===== config.mk =====
export PLATFORM = sky130hd
export DESIGN_NAME = sta_arbiter
export DESIGN_NICKNAME = d
export VERILOG_FILES = /design/src/rtl/sta_pkg.sv /design/src/rtl/sta_alt_sel.sv /design/src/rtl/sta_arbiter.sv
export SDC_FILE = /design/constraint.sdc
export NUM_CORES = 1
export LEC_CHECK = 0
export BUFFER_PORTS_ARGS = -buffer_cell sky130_fd_sc_hd__buf_2
export CAP_MARGIN = 20
export CORE_ASPECT_RATIO = 1.25
export CORE_MARGIN = 3
export CORE_UTILIZATION = 50
export CTS_CLUSTER_DIAMETER = 150
export DETAILED_ROUTE_END_ITERATION = 12
export PLACE_DENSITY = 0.75
export SLEW_MARGIN = 20
export SYNTH_ARGS = -nofsm -noshare
export SYNTH_HDL_FRONTEND = slang
export SYNTH_SLANG_ARGS = --single-unit
export TNS_END_PERCENT = 100

===== constraint.sdc =====
create_clock -name core_clk_i -period 10.6 [get_ports core_clk_i]
set_clock_uncertainty 0.2 [all_clocks]
set_input_delay 1.06 -clock core_clk_i [delete_from_list [all_inputs] [get_ports core_clk_i]]
set_output_delay 1.06 -clock core_clk_i [all_outputs]
set_load 0.1 [all_outputs]

===== src/rtl/sta_pkg.sv =====
// package for the two-thread pipeline arbiter
// assumes a single core clock and two logical processors
package sta_pkg;

    // ----------------------------------------
    // sizes
    // ----------------------------------------
    localparam int unsigned STA_DISPATCH_MAX = 6;
    localparam int unsigned STA_UOPQ_DEPTH   = 16;
    localparam int unsigned STA_ROB_DEPTH    = 32;
    localparam int unsigned STA_RNQ_DEPTH    = 16;
    localparam int unsigned STA_LDB_DEPTH    = 16;
    localparam int unsigned STA_STB_DEPTH    = 8;
    localparam int unsigned STA_CNT_W        = 6;

    // ----------------------------------------
    // reset values
    // ----------------------------------------
    localparam logic STA_PRIO_RST = 1'b0;

    // ----------------------------------------
    // types
    // ----------------------------------------
    typedef enum logic [1:0] {
        STA_SEL_NONE = 2'b00,
        STA_SEL_T0   = 2'b01,
        STA_SEL_T1   = 2'b10
    } sta_sel_t;

    typedef struct packed {
        logic t0;
        logic t1;
    } sta_pair_t;

    typedef struct packed {
        logic [STA_CNT_W-1:0] t0;
        logic [STA_CNT_W-1:0] t1;
    } sta_occ_t;

endpackage


===== src/rtl/sta_alt_sel.sv =====
// alternating two-way selector with per-cycle arbitration
// assumes requests from logic on the same clock
`timescale 1ns/100ps
`default_nettype none
module sta_alt_sel
    import sta_pkg::*;
(
    // clock and reset
    input  wire logic      core_clk_i,
    input  wire logic      reset_n_i,
    input  wire logic      clk_en_i,
    // requests and grant
    input  var  sta_pair_t req_i,
    output var  sta_pair_t gnt_o,
    output logic           prio_o
);

    logic prio_q;
    logic both;

    assign both    = req_i.t0 & req_i.t1;
    assign gnt_o.t0 = req_i.t0 & (~req_i.t1 | ~prio_q);
    assign gnt_o.t1 = req_i.t1 & (~req_i.t0 | prio_q);
    assign prio_o   = prio_q;

    // ----------------------------------------
    // priority flip
    // ----------------------------------------
    always_ff @(posedge core_clk_i or negedge reset_n_i) begin
        if (!reset_n_i) begin
            prio_q <= STA_PRIO_RST;
        end else if (clk_en_i && both) begin
            prio_q <= ~prio_q;
        end
    end
endmodule
`default_nettype wire


===== src/rtl/sta_arbiter.sv =====
// top of the two-thread pipeline arbiter
// assumes all stage inputs come from logic on core_clk_i
`timescale 1ns/100ps
`default_nettype none
module sta_arbiter
    import sta_pkg::*;
(
    // clock and reset
    input  wire logic                  core_clk_i,
    input  wire logic                  reset_n_i,
    input  wire logic                  clk_en_i,
    // thread activity
    input  var  sta_pair_t             active_i,
    // trace cache fetch
    input  var  sta_pair_t             fetch_req_i,
    input  var  sta_pair_t             fetch_miss_i,
    input  var  sta_pair_t             fetch_fill_i,
    output var  sta_pair_t             fetch_gnt_o,
    // micro-op queue
    input  var  sta_pair_t             uopq_push_i,
    input  var  sta_pair_t             uopq_pop_i,
    output var  sta_pair_t             uopq_ready_o,
    output var  sta_occ_t              uopq_occ_o,
    // rename queue, load and store buffers
    input  var  sta_pair_t             rnq_push_i,
    input  var  sta_pair_t             rnq_pop_i,
    output var  sta_pair_t             rnq_ready_o,
    input  var  sta_pair_t             ldb_push_i,
    input  var  sta_pair_t             ldb_pop_i,
    output var  sta_pair_t             ldb_ready_o,
    input  var  sta_pair_t             stb_push_i,
    input  var  sta_pair_t             stb_pop_i,
    output var  sta_pair_t             stb_ready_o,
    // dispatch
    input  wire logic [15:0]           wait_ready_i,
    output logic [15:0]                dispatch_o,
    output logic [2:0]                 dispatch_cnt_o,
    // reorder buffer and retirement
    input  var  sta_pair_t             rob_push_i,
    output var  sta_pair_t             rob_ready_o,
    output var  sta_occ_t              rob_occ_o,
    input  var  sta_pair_t             retire_rdy_i,
    output var  sta_pair_t             retire_gnt_o,
    // store commit
    input  var  sta_pair_t             commit_req_i,
    output var  sta_pair_t             commit_gnt_o
);

    // ----------------------------------------
    // helpers
    // ----------------------------------------
    function automatic logic [STA_CNT_W-1:0] occ_next(
        input logic [STA_CNT_W-1:0] cur,
        input logic                 push,
        input logic                 pop
    );
        logic [STA_CNT_W-1:0] r;
        r = cur;
        if (push && !pop) begin
            r = cur + 1'b1;
        end else if (pop && !push && cur != '0) begin
            r = cur - 1'b1;
        end
        return r;
    endfunction

    function automatic logic [STA_CNT_W-1:0] half_of(input int unsigned depth);
        return STA_CNT_W'(depth / 2);
    endfunction

    // ----------------------------------------
    // trace cache fetch
    // ----------------------------------------
    sta_pair_t stall_q;
    sta_pair_t fetch_eff;
    logic      fetch_prio;

    always_ff @(posedge core_clk_i or negedge reset_n_i) begin
        if (!reset_n_i) begin
            stall_q <= '0;
        end else if (clk_en_i) begin
            // miss sets, fill clears; a fill returns the thread
            stall_q.t0 <= (stall_q.t0 | fetch_miss_i.t0) & ~fetch_fill_i.t0;
            stall_q.t1 <= (stall_q.t1 | fetch_miss_i.t1) & ~fetch_fill_i.t1;
        end
    end

    assign fetch_eff.t0 = fetch_req_i.t0 & ~stall_q.t0;
    assign fetch_eff.t1 = fetch_req_i.t1 & ~stall_q.t1;

    sta_alt_sel u_fetch_sel (
        .core_clk_i (core_clk_i),
        .reset_n_i  (reset_n_i),
        .clk_en_i   (clk_en_i),
        .req_i      (fetch_eff),
        .gnt_o      (fetch_gnt_o),
        .prio_o     (fetch_prio)
    );

    // ----------------------------------------
    // partitioned queues
    // ----------------------------------------
    sta_occ_t uopq_q;
    sta_occ_t rnq_q;
    sta_occ_t ldb_q;
    sta_occ_t stb_q;
    sta_occ_t rob_q;
    logic [STA_CNT_W-1:0] uopq_lim;

    // whole queue to a lone active thread, half when both run
    assign uopq_lim = (active_i.t0 & active_i.t1) ? half_of(STA_UOPQ_DEPTH)
                                                  : STA_CNT_W'(STA_UOPQ_DEPTH);

    assign uopq_ready_o.t0 = (uopq_q.t0 < uopq_lim) & ((uopq_q.t0 + uopq_q.t1) < STA_CNT_W'(STA_UOPQ_DEPTH));
    assign uopq_ready_o.t1 = (uopq_q.t1 < uopq_lim) & ((uopq_q.t0 + uopq_q.t1) < STA_CNT_W'(STA_UOPQ_DEPTH));
    assign rnq_ready_o.t0  = rnq_q.t0 < half_of(STA_RNQ_DEPTH);
    assign rnq_ready_o.t1  = rnq_q.t1 < half_of(STA_RNQ_DEPTH);
    assign ldb_ready_o.t0  = ldb_q.t0 < half_of(STA_LDB_DEPTH);
    assign ldb_ready_o.t1  = ldb_q.t1 < half_of(STA_LDB_DEPTH);
    assign stb_ready_o.t0  = stb_q.t0 < half_of(STA_STB_DEPTH);
    assign stb_ready_o.t1  = stb_q.t1 < half_of(STA_STB_DEPTH);
    assign rob_ready_o.t0  = rob_q.t0 < half_of(STA_ROB_DEPTH);
    assign rob_ready_o.t1  = rob_q.t1 < half_of(STA_ROB_DEPTH);
    assign uopq_occ_o      = uopq_q;
    assign rob_occ_o       = rob_q;

    always_ff @(posedge core_clk_i or negedge reset_n_i) begin
        if (!reset_n_i) begin
            uopq_q <= '0;
            rnq_q  <= '0;
            ldb_q  <= '0;
            stb_q  <= '0;
            rob_q  <= '0;
        end else if (clk_en_i) begin
            // refused pushes are dropped for that thread only
            uopq_q.t0 <= occ_next(uopq_q.t0, uopq_push_i.t0 & uopq_ready_o.t0, uopq_pop_i.t0);
            uopq_q.t1 <= occ_next(uopq_q.t1, uopq_push_i.t1 & uopq_ready_o.t1, uopq_pop_i.t1);
            rnq_q.t0  <= occ_next(rnq_q.t0, rnq_push_i.t0 & rnq_ready_o.t0, rnq_pop_i.t0);
            rnq_q.t1  <= occ_next(rnq_q.t1, rnq_push_i.t1 & rnq_ready_o.t1, rnq_pop_i.t1);
            ldb_q.t0  <= occ_next(ldb_q.t0, ldb_push_i.t0 & ldb_ready_o.t0, ldb_pop_i.t0);
            ldb_q.t1  <= occ_next(ldb_q.t1, ldb_push_i.t1 & ldb_ready_o.t1, ldb_pop_i.t1);
            stb_q.t0  <= occ_next(stb_q.t0, stb_push_i.t0 & stb_ready_o.t0, stb_pop_i.t0);
            stb_q.t1  <= occ_next(stb_q.t1, stb_push_i.t1 & stb_ready_o.t1, stb_pop_i.t1);
            // retirement frees reorder entries
            rob_q.t0  <= occ_next(rob_q.t0, rob_push_i.t0 & rob_ready_o.t0, retire_gnt_o.t0);
            rob_q.t1  <= occ_next(rob_q.t1, rob_push_i.t1 & rob_ready_o.t1, retire_gnt_o.t1);
        end
    end

    // ----------------------------------------
    // dispatch
    // ----------------------------------------
    always_comb begin
        logic [2:0] n;
        n = '0;
        dispatch_o = '0;
        // lowest slots first, no thread tag looked at
        for (int i = 0; i < 16; i++) begin
            if (wait_ready_i[i] && n < 3'(STA_DISPATCH_MAX)) begin
                dispatch_o[i] = 1'b1;
                n = n + 3'd1;
            end
        end
        dispatch_cnt_o = n;
    end

    // ----------------------------------------
    // retirement and store commit
    // ----------------------------------------
    sta_pair_t retire_req;
    logic      retire_prio;
    logic      commit_prio;

    assign retire_req.t0 = retire_rdy_i.t0 & (rob_q.t0 != '0);
    assign retire_req.t1 = retire_rdy_i.t1 & (rob_q.t1 != '0);

    // one head per thread, so program order holds
    sta_alt_sel u_retire_sel (
        .core_clk_i (core_clk_i),
        .reset_n_i  (reset_n_i),
        .clk_en_i   (clk_en_i),
        .req_i      (retire_req),
        .gnt_o      (retire_gnt_o),
        .prio_o     (retire_prio)
    );

    sta_alt_sel u_commit_sel (
        .core_clk_i (core_clk_i),
        .reset_n_i  (reset_n_i),
        .clk_en_i   (clk_en_i),
        .req_i      (commit_req_i),
        .gnt_o      (commit_gnt_o),
        .prio_o     (commit_prio)
    );
endmodule
`default_nettype wire


== After elaboration in Yosys (flattened, before gate mapping) ==
Cells that the tools add are included.
W data, S select, Z words.

* Output and inout port bits: 59
* Register bits: 65
* Word-level logic and storage cells: 277

* Muxes and demuxes: 53
* Reductions and logical operators: 98
* Bitwise operators: 49
* Add/subtract/negate cells: 36
* $lt $le $gt $ge: 26

{| class="wikitable"
|+ Operator list
! cell !! number
|-
| $mux W6 || 20
|-
| $add A6 B1 Y6 const B || 10
|-
| $reduce_bool A6 Y1 || 10
|-
| $sub A6 B1 Y6 const B || 10
|-
| $logic_and A1 B1 Y1 || 48
|-
| $add A3 B1 Y3 const B || 15
|-
| $lt A3 B3 Y1 const B || 15
|-
| $mux W3 || 15
|-
| $and A1 B1 Y1 || 28
|-
| $lt A6 B4 Y1 const B || 4
|-
| $logic_not A1 Y1 || 20
|-
| $reduce_and A2 Y1 || 10
|-
| $reduce_bool A2 Y1 || 10
|-
| $lt A6 B5 Y1 const B || 3
|-
| $mux W1 || 17
|-
| $not A1 Y1 || 13
|-
| $lt A6 B3 Y1 const B || 2
|-
| $lt A6 B5 Y1 || 2
|-
| $or A1 B1 Y1 || 8
|-
| $add A6 B6 Y6 || 1
|-
| $mux W5 || 1
|}

== Longest topological paths before layout ==
Gate-level depths: netlist (run 1).

* Depth after elaboration: 46
* Mapped depth: 55
* Depth with buffers taken out: 54

== Modules after synthesis ==
Synthesis (run 1) repeated with hierarchy kept, for this count alone.

* Cell total of the unflattened synthesis: 744
* Area, all modules: 6635.1 µm²

{| class="wikitable"
|+ By module, submodules not included
! module !! times used !! cells an instance !! area an instance (µm²) !! seq. area each (µm²)
|-
| sta_arbiter || 1 || 726 || 6462.4 || 1551.5
|-
| sta_alt_sel || 3 || 6 || 57.6 || 25.0
|}

== Worst setup path after synthesis (run 1) ==
No wires, ideal clock.

* Path type: input to output
* Start: input wait_ready_i[0]
* End: output dispatch_cnt_o[0]
* Stages on the path: 50
* Required time: 9.340 ns
* Arrival time: 14.367 ns
* Path buffers: 2
* Path slack: -5.027 ns
* Path through: inv_1 > ha_1 > xor2_1 > ha_1 > mux2_2 > ha_1 > and3_1 > mux2i_1 > nand3_1 > inv_1 > xnor2_2 > ha_1 > nand2_1 > nor2_1 > o211ai_2 > o211ai_1 > inv_1 > mux2_2 > [... 14 more ...] > a21oi_1 > o21a_1 > and3_1 > buf_2 > xnor2_4 > inv_1 > ha_1 > and3_1 > mux2i_1 > and3_1 > buf_2 > xor2_4 > ha_1 > nand2b_1 > and3_1 > o31ai_1 > nor2_1 > xnor2_1

* Longest elaborated chain between the ends: 46

{| class="wikitable"
|+ Ends and longest elaborated chain
! element !! RTL line !! RTL
|-
| from (decl) || sta_arbiter.sv:35 || <nowiki>input wire logic [15:0] wait_ready_i,</nowiki>
|-
| $mux W1 * || sta_arbiter.sv:159 || <nowiki>if (wait_ready_i[i] && n < 3'(STA_DISPATCH_MAX)) begin</nowiki>
|-
| $lt A3 B3 Y1 || sta_arbiter.sv:159 ||
|-
| $logic_and A1 B1 Y1 || sta_arbiter.sv:159 ||
|-
| $mux W3 * || sta_arbiter.sv:159 ||
|-
| $lt A3 B3 Y1 || sta_arbiter.sv:159 ||
|-
| $logic_and A1 B1 Y1 || sta_arbiter.sv:159 ||
|-
| $mux W3 * || sta_arbiter.sv:159 ||
|-
| $lt A3 B3 Y1 || sta_arbiter.sv:159 ||
|-
| [... 30 more ...] || - ||
|-
| $logic_and A1 B1 Y1 || sta_arbiter.sv:159 ||
|-
| $mux W3 * || sta_arbiter.sv:159 ||
|-
| $lt A3 B3 Y1 || sta_arbiter.sv:159 ||
|-
| $logic_and A1 B1 Y1 || sta_arbiter.sv:159 ||
|-
| $mux W3 * || sta_arbiter.sv:159 ||
|-
| $lt A3 B3 Y1 || sta_arbiter.sv:159 ||
|-
| $logic_and A1 B1 Y1 || sta_arbiter.sv:159 ||
|-
| $mux W3 * || sta_arbiter.sv:159 ||
|-
| to (decl) || sta_arbiter.sv:37 || <nowiki>output logic [2:0] dispatch_cnt_o,</nowiki>
|}

Every way passes the cells marked *; elsewhere a longest branch is shown, timed or not.

== Final worst setup path (run 1) ==
* Start: input wait_ready_i[0]
* End: output dispatch_cnt_o[1]

Same word-level chain as after synthesis.

==> results of run 1 <==
==> area by class of cell <==
cell class | count | area share (%)
multi-input combinational | 636 | 56.8
tap | 168 | 2.15
sequential | 65 | 16.6
clock buffer | 9 | 2.30
timing repair buffer | 268 | 19.6
inverter | 29 | 1.46
clock inverter | 7 | 1.05
==> per-stage QoR <==
stage / TNS (ns) / cell area (µm²) / hold WS, ns / setup WS, ns / utilization (%)
3_5_place_dp: -4.64 / 8700 / 0.261 / -1.08 / 67.5
3_3_place_gp: -3.35 / 8700 / 0.259 / -0.834 / 67.5
2_1_floorplan: -11.65 / 7050 / 0.242 / -2.74 / -
5_1_grt: -5.13 / 9780 / 0.289 / -1.17 / 75.8
4_1_cts: -2.90 / 9470 / 0.275 / -0.747 / 73.5
6_report: -2.72 / 9780 / 0.273 / -0.667 / 75.8
==> worst min path at each step <==
stage	from	end	slack [ns]	cells after the start
after global placement	stb_q[11]$_DFFE_PN0P_	stb_q[11]$_DFFE_PN0P_	0.26	1
after CTS	ldb_q[5]$_DFFE_PN0P_	ldb_q[5]$_DFFE_PN0P_	0.27	1
after floorplan	stb_q[11]$_DFFE_PN0P_	stb_q[11]$_DFFE_PN0P_	0.24	1
final	stb_q[5]$_DFFE_PN0P_	stb_q[5]$_DFFE_PN0P_	0.27	1
after detailed placement	stb_q[11]$_DFFE_PN0P_	stb_q[11]$_DFFE_PN0P_	0.26	1
after global routing	stb_q[5]$_DFFE_PN0P_	stb_q[5]$_DFFE_PN0P_	0.29	1
==> layer usage <==
metal / track usage [%] / wire, µm
met1: 27.8 / 7300
met2: 49.6 / 10800
met3: 3.20 / 704
met4: 8.66 / 500
met5: 0 / 0
==> placed cells by master, fill, tap and decap left out, types with 10 or more instances in the layout <==
cell type / count
inv_1: 22
xnor2_1: 37
ha_4: 10
ha_1: 49
o21ai_0: 35
nand2_1: 69
buf_2: 99
a21oi_1: 47
a21oi_2: 10
xor2_1: 32
mux2_2: 18
a21o_1: 32
o211ai_1: 10
nor3_1: 15
dfrtp_1: 65
nor2_1: 40
buf_4: 150
fa_1: 10
==> what timing repair did <==
action	CTS	global route
pin swaps	40	44
resized for setup	50	54
cloned	0	0
endpoints found under the setup margin	5	6
buffers inserted	28	11
==> Yosys cell counts, types with 5 or more instances <==
library cell   n
nand2_1       84
dfrtp_1       65
ha_1          61
a21oi_1       59
nor2_1        49
xnor2_1       41
o21ai_0       40
a21o_1        32
xor2_1        32
inv_1         28
mux2_2        23
nor3_1        18
nand3_1       14
clkbuf_1      12
mux2i_1       11
fa_1          10
o211ai_1      10
and2_1         9
o21ai_1        7
or2_2          7
and3_1         6
nand2b_1       6
a31oi_1        5
nor4_1         5
o22ai_1        5
==> state kept, by name (all words and copies together), names as in the netlist <==
name,cells
u_fetch_sel.prio_o,1
ldb_q,12
rnq_q,12
rob_occ_o,12
u_retire_sel.prio_o,1
uopq_occ_o,12
stb_q,12
stall_q,2
u_commit_sel.prio_o,1
==> worst max-delay path: cells and delay by family <==
| kind | cells | cell delay [ns] |
|---|---|---|
| AOI/OAI and AO/OA | 18 | 3.19 |
| xor gates and xnor gates | 3 | 0.36 |
| adders and majority gates | 6 | 1.18 |
| buffers and inverters | 14 | 1.76 |
| muxes | 2 | 0.54 |
| and+or+nand+nor | 12 | 1.86 |
==> logic make-up after synthesis <==
family | Yosys count
AND/OR/NAND/NOR | 230
AO/OA/AOI/OAI | 216
XOR/XNOR | 84
adder cells (fa/ha/maj) | 71
flip-flops | 65
buffers and inverters | 49
multiplexers | 35
==> metrics.md, run 1 <==
| Metric | Value |
|---|---|
| Clk slew on worst S/H paths | `0.05 ns` |
| Drt first pass iters | `7` |
| R2R Path Start | `uopq_occ_o[1]$_DFFE_PN0P_` |
| # hold bufs at CTS | `0` |
| Nets | `1129` |
| Final-layout fill cell count | `~860` |
| CTS H-tree lvls | `3` |
| Post-DP HPWL | `13900 µm` |
| FFs w/ async S/R, synth | `100%` |
| Sequential area share after synthesis | `between 20% and 30%` |
| Synth unique cells | `86` |
| Core Region | `12900 µm²` |
| Total wire length | `19300 µm` |
| CTS Buf Count | `9` |
| Max_cap viols | `0` |
| Synth Area in Simple Gates | `16.8%` |
| Vias in the first global route | `6941` |
| Leading area contributor after synthesis | `dfrtp_1` |
| Worst min path class | `reg -> reg` |
| Mux share of post-synthesis cell area | `5.75%` |
| Synthesized flop and latch total | `65` |
| Arr. time, crit path | `around 10 ns` |
| Seq. cell area | `1630 µm²` |
| Ports | `108` |
| Slowest-stage cell, CP | `or4b_4` |
| Post-synth EDFFs | `0` |
| Placer Congestion | `0.912` |
| Post-Synthesis Cells | `750` |
| First-pass GRT wire length | `31200 µm` |
| Minimum clock period | `11.27 ns` |
| Mapped Nets | `slightly below 900` |
| Main flop type after synthesis | `dfrtp_1` |
| Layout cell share with drive strength beyond 1 | `43.6%` |
| Starting Density | `roughly half` |
| Grt ovf | `0` |
| CTS Root Cell | `clkbuf_16` |
| Setup Viol. Count Final | `5` |
| Final cell count without fillers | `approximately 1200` |
| Max stage delay on crit path | `approximately 0.47 ns` |
| Critical Path RT | `9.34 ns` |
| Largest family of logic cells by synthesized area | `compound AO/OA/AOI/OAI gates` |
| Worst Setup Path Type | `in -> out` |
| DRC | `0` |
| Slew margin rel. | `44.3%` |
| Sink Count | `65` |
| Mapped Avg Cell Area | `8.91 µm²` |
| Ys Warns | `0` |
| Synth Area in Compound Gates | `21.9%` |
| Worst Setup EP | `dispatch_cnt_o[1]` |
| Routed WL per cell | `~16 µm` |
| PnR worst setup slack | `-0.667 ns` |
| Area Overhead vs Synth | `46.2%` |
| CP endpoint kind | `output pin` |
| Via density | `between 5 and 6` |
| Synth top area share | `roughly a quarter` |
| RSZ-0062 raised after global routing | `yes` |
| Num rows | `between 40 and 50` |
| CTS tree | `built` |
| Worst-Skew Late Latency | `0.33 ns` |
| Worst-margin pin slew | `~0.83 ns` |
| Port bufs | `around 110` |
| Initial antenna violation count | `0` |
| Crit. Startpoint | `wait_ready_i[0]` |
| Inst Count DP | `~1100` |
| Largest net degree at the start of global routing | `66` |
| Hold Vio Cnt, Final | `0` |
| Synthesized cell area | `6690 µm²` |
| DRT iter0 DRCs | `approximately 310` |
| Reg2reg setup slack | `6.36 ns` |
| Max-slew violation count | `0` |
| Die ar. | `14800 µm²` |
| Post-route ant nets | `0` |
| Synth top area cells | `dfrtp_1, ha_1, xnor2_1` |
| Ant diodes | `0` |
| XOR/XNOR share of the synthesized area | `13.7%` |
| Reg-to-Reg End | `uopq_occ_o[5]$_DFFE_PN0P_` |
| Cell depth of the worst flop-to-flop path | `16` |
| Status | `complete, but fails checks` |
| Die Height | `~140 µm` |
| Total GRT Usage | `roughly a quarter` |
| Failing checks | `setup timing` |
| Post-synthesis adder-cell area fraction | `between 10% and 20%` |
| CP max FO | `7` |
| Vias | `6794` |
| Multi-input gate area | `5550 µm²` |
| Startpoint Class | `primary input` |
| Clock tree buffer depth | `2` |
| DIE WIDTH | `109 µm` |
| Period utilisation layout | `106%` |
| Peak Freq | `~90 MHz` |
Power of run 1 is not shown: default switching activity piles up to over one toggle a cycle in this logic, so the estimate is an artifact.
==> run 2: changes to the inputs <==
Settings changed: PLACE_DENSITY 0.75 to 0.8.
==> metrics.md, run 2 (synthesized netlist as in run 1, its figures left out) <==
| Metric | Value |
|---|---|
| Status | `complete, but fails checks` |
| Failing checks | `setup timing` |
| Die ar. | `14800 µm² (unchanged)` |
| Ant diodes | `0 (unchanged)` |
| Commonest non-fill, non-tap cell in the layout | `buf_4` |
| # hold bufs at CTS | `0 (unchanged)` |
| Total GRT Usage | `24.1% (-1.4 points)` |
| Setup Viol. Count Final | `5 (unchanged)` |
| Clk slew on worst S/H paths | `0.06 ns (about the same)` |
| Final cell count without fillers | `1182 (unchanged)` |
| Grt ovf | `0 (unchanged)` |
| Initial antenna violation count | `0 (unchanged)` |
| DIE WIDTH | `109 µm (unchanged)` |
| Via density | `5.69 (-0.99%)` |
| Post-route ant nets | `0 (unchanged)` |
| Total wire length | `18500 µm (-4.3%)` |
| Reg2reg setup slack | `6.39 ns (+0.03 ns)` |
| Layout cell share with drive strength beyond 1 | `41.1% (-2.5 points)` |
| Max stage delay on crit path | `0.47 ns (about the same)` |
| Cell mode on critical path | `ha_4` |
| Max_cap viols | `0 (unchanged)` |
| Arr. time, crit path | `10.21 ns (+0.20 ns)` |
| Max-slew violation count | `0 (unchanged)` |
| CTS H-tree lvls | `3 (unchanged)` |
| DRC | `0 (unchanged)` |
| Critical Path RT | `9.34 ns (about the same)` |
| Core Region | `12900 µm² (unchanged)` |
| DRT iter0 DRCs | `278 (-9.4%)` |
| CP max FO | `7 (unchanged)` |
| Slowest-stage cell, CP | `or4b_4` |
| Num rows | `46 (unchanged)` |
| RSZ-0062 raised after global routing | `yes` |
| Minimum clock period | `11.47 ns (+0.201 ns)` |
| Cell depth of the worst flop-to-flop path | `16 (unchanged)` |
| Gr busiest metal | `met2` |
| Inst Count DP | `1134 (+0.44%)` |
| Worst Setup Path Type | `in -> out` |
| Placer Congestion | `0.890 (-2.5%)` |
| Die Height | `135 µm (unchanged)` |
| Worst Hold Depth | `1 (unchanged)` |
| Starting Density | `51.9% (unchanged)` |
| Met1 usage | `26.1% (-1.7 points)` |
| Leading cell types in the layout, fill and taps excluded | `buf_4, buf_2, nand2_1, dfrtp_1, a21oi_1` |
| Hold Vio Cnt, Final | `0 (unchanged)` |
| Largest net degree at the start of global routing | `66 (unchanged)` |
| Post-DP HPWL | `13300 µm (-4.0%)` |
| CP endpoint kind | `output pin` |
| CTS Buf Count | `9 (unchanged)` |
| CTS Root Cell | `clkbuf_16` |
| R2R Path Start | `uopq_occ_o[1]$_DFFE_PN0P_` |
| Worst-margin pin slew | `0.841 ns (+0.00604 ns)` |
| Drt first pass iters | `5 (-2)` |
| Port bufs | `107 (unchanged)` |
| Vias in the first global route | `6713 (-3.3%)` |
| Sink Count | `65 (unchanged)` |
| Reg-to-Reg End | `uopq_occ_o[5]$_DFFE_PN0P_` |
| Area Overhead vs Synth | `43.2%` |
| Worst min path class | `reg -> reg` |
| Peak Freq | `87.2 MHz (-1.8%)` |
| Vias | `6727 (-0.99%)` |
| Met3 Usage GRT | `3.53% (+0.33 points)` |
| Nets | `1130 (+0.089%)` |
| Met2 Resource Use GR | `45.9% (-3.7 points)` |
| Hold path startpoint | `rnq_q[5]$_DFFE_PN0P_` |
| Routed WL per cell | `15.6 µm (-4.3%)` |
| Ports | `108 (unchanged)` |
| PnR worst setup slack | `-0.869 ns (-0.201 ns)` |
| Clock tree buffer depth | `2 (unchanged)` |
| Worst-Skew Late Latency | `0.32 ns (about the same)` |
| CTS tree | `built` |
| Startpoint Class | `primary input` |
| First-pass GRT wire length | `29500 µm (-5.3%)` |
| Slew margin rel. | `43.9% (-0.40 points)` |
| Period utilisation layout | `108% (+1.9 points)` |
| Hold endpoint | `rnq_q[5]$_DFFE_PN0P_` |
| Final-layout fill cell count | `905 (+5.6%)` |
[run 2: stage by stage]
step	setup TNS [ns]	cell area, µm²	hold WS [ns]	setup slack, ns	utilization (%)
after floorplan	-11.65	7050	0.242	-2.74	-
after global placement	-3.69	8730	0.257	-0.975	67.8
after detailed placement	-4.07	8730	0.258	-1.02	67.8
after CTS	-3.14	9350	0.271	-0.793	72.5
after global routing	-5.74	9570	0.280	-1.28	74.2
final	-3.71	9570	0.268	-0.869	74.2
[run 2: critical path: cells and delay by family]
kind | cells | cell delay (ns)
buffers and inverters | 10 | 1.11
adders and majority gates | 7 | 1.49
muxes | 3 | 0.63
xor gates and xnor gates | 3 | 0.69
AOI/OAI and AO/OA | 16 | 3.06
and+or+nand+nor | 13 | 2.17
[run 2: worst max-delay path by stage]
stage | startpoint | to | slack, ns | cells past startpoint
after floorplan | wait_ready_i[0] | dispatch_cnt_o[2] | -2.74 | 46
after global placement | wait_ready_i[0] | dispatch_cnt_o[2] | -0.97 | 52
after detailed placement | wait_ready_i[0] | dispatch_cnt_o[2] | -1.02 | 54
after global routing | wait_ready_i[0] | dispatch_cnt_o[1] | -1.28 | 54
final | wait_ready_i[0] | dispatch_cnt_o[1] | -0.87 | 52
after CTS | wait_ready_i[0] | dispatch_cnt_o[2] | -0.79 | 54
[run 2: timing repair]
item | 4_1_cts | 5_1_grt
buffers inserted | 25 | 10
pin swaps | 36 | 42
gates resized for setup | 37 | 34
setup endpoints to repair | 5 | 6
[run 2: final cells by class]
| cell class | instances | area [µm²] | area share, % |
|---|---|---|---|
| Sequential cell | 65 | 1630 | 17.0 |
| Tap cell | 168 | 210 | 2.20 |
| Clock inverter | 2 | 12.5 | 0.131 |
| Inverter | 29 | 143 | 1.49 |
| Multi-Input combinational cell | 636 | 5410 | 56.5 |
| Clock buffer | 13 | 270 | 2.82 |
| Timing Repair Buffer | 269 | 1900 | 19.8 |
[run 2: per-layer routing]
layer  wire length [µm]  vias to the layer above
li1                   -                     3248
met1               6970                     3223
met2              10000                      192
met3                766                       64
met4                733                        0
met5                  0                        -
Power of run 2 is left out for the same reason.
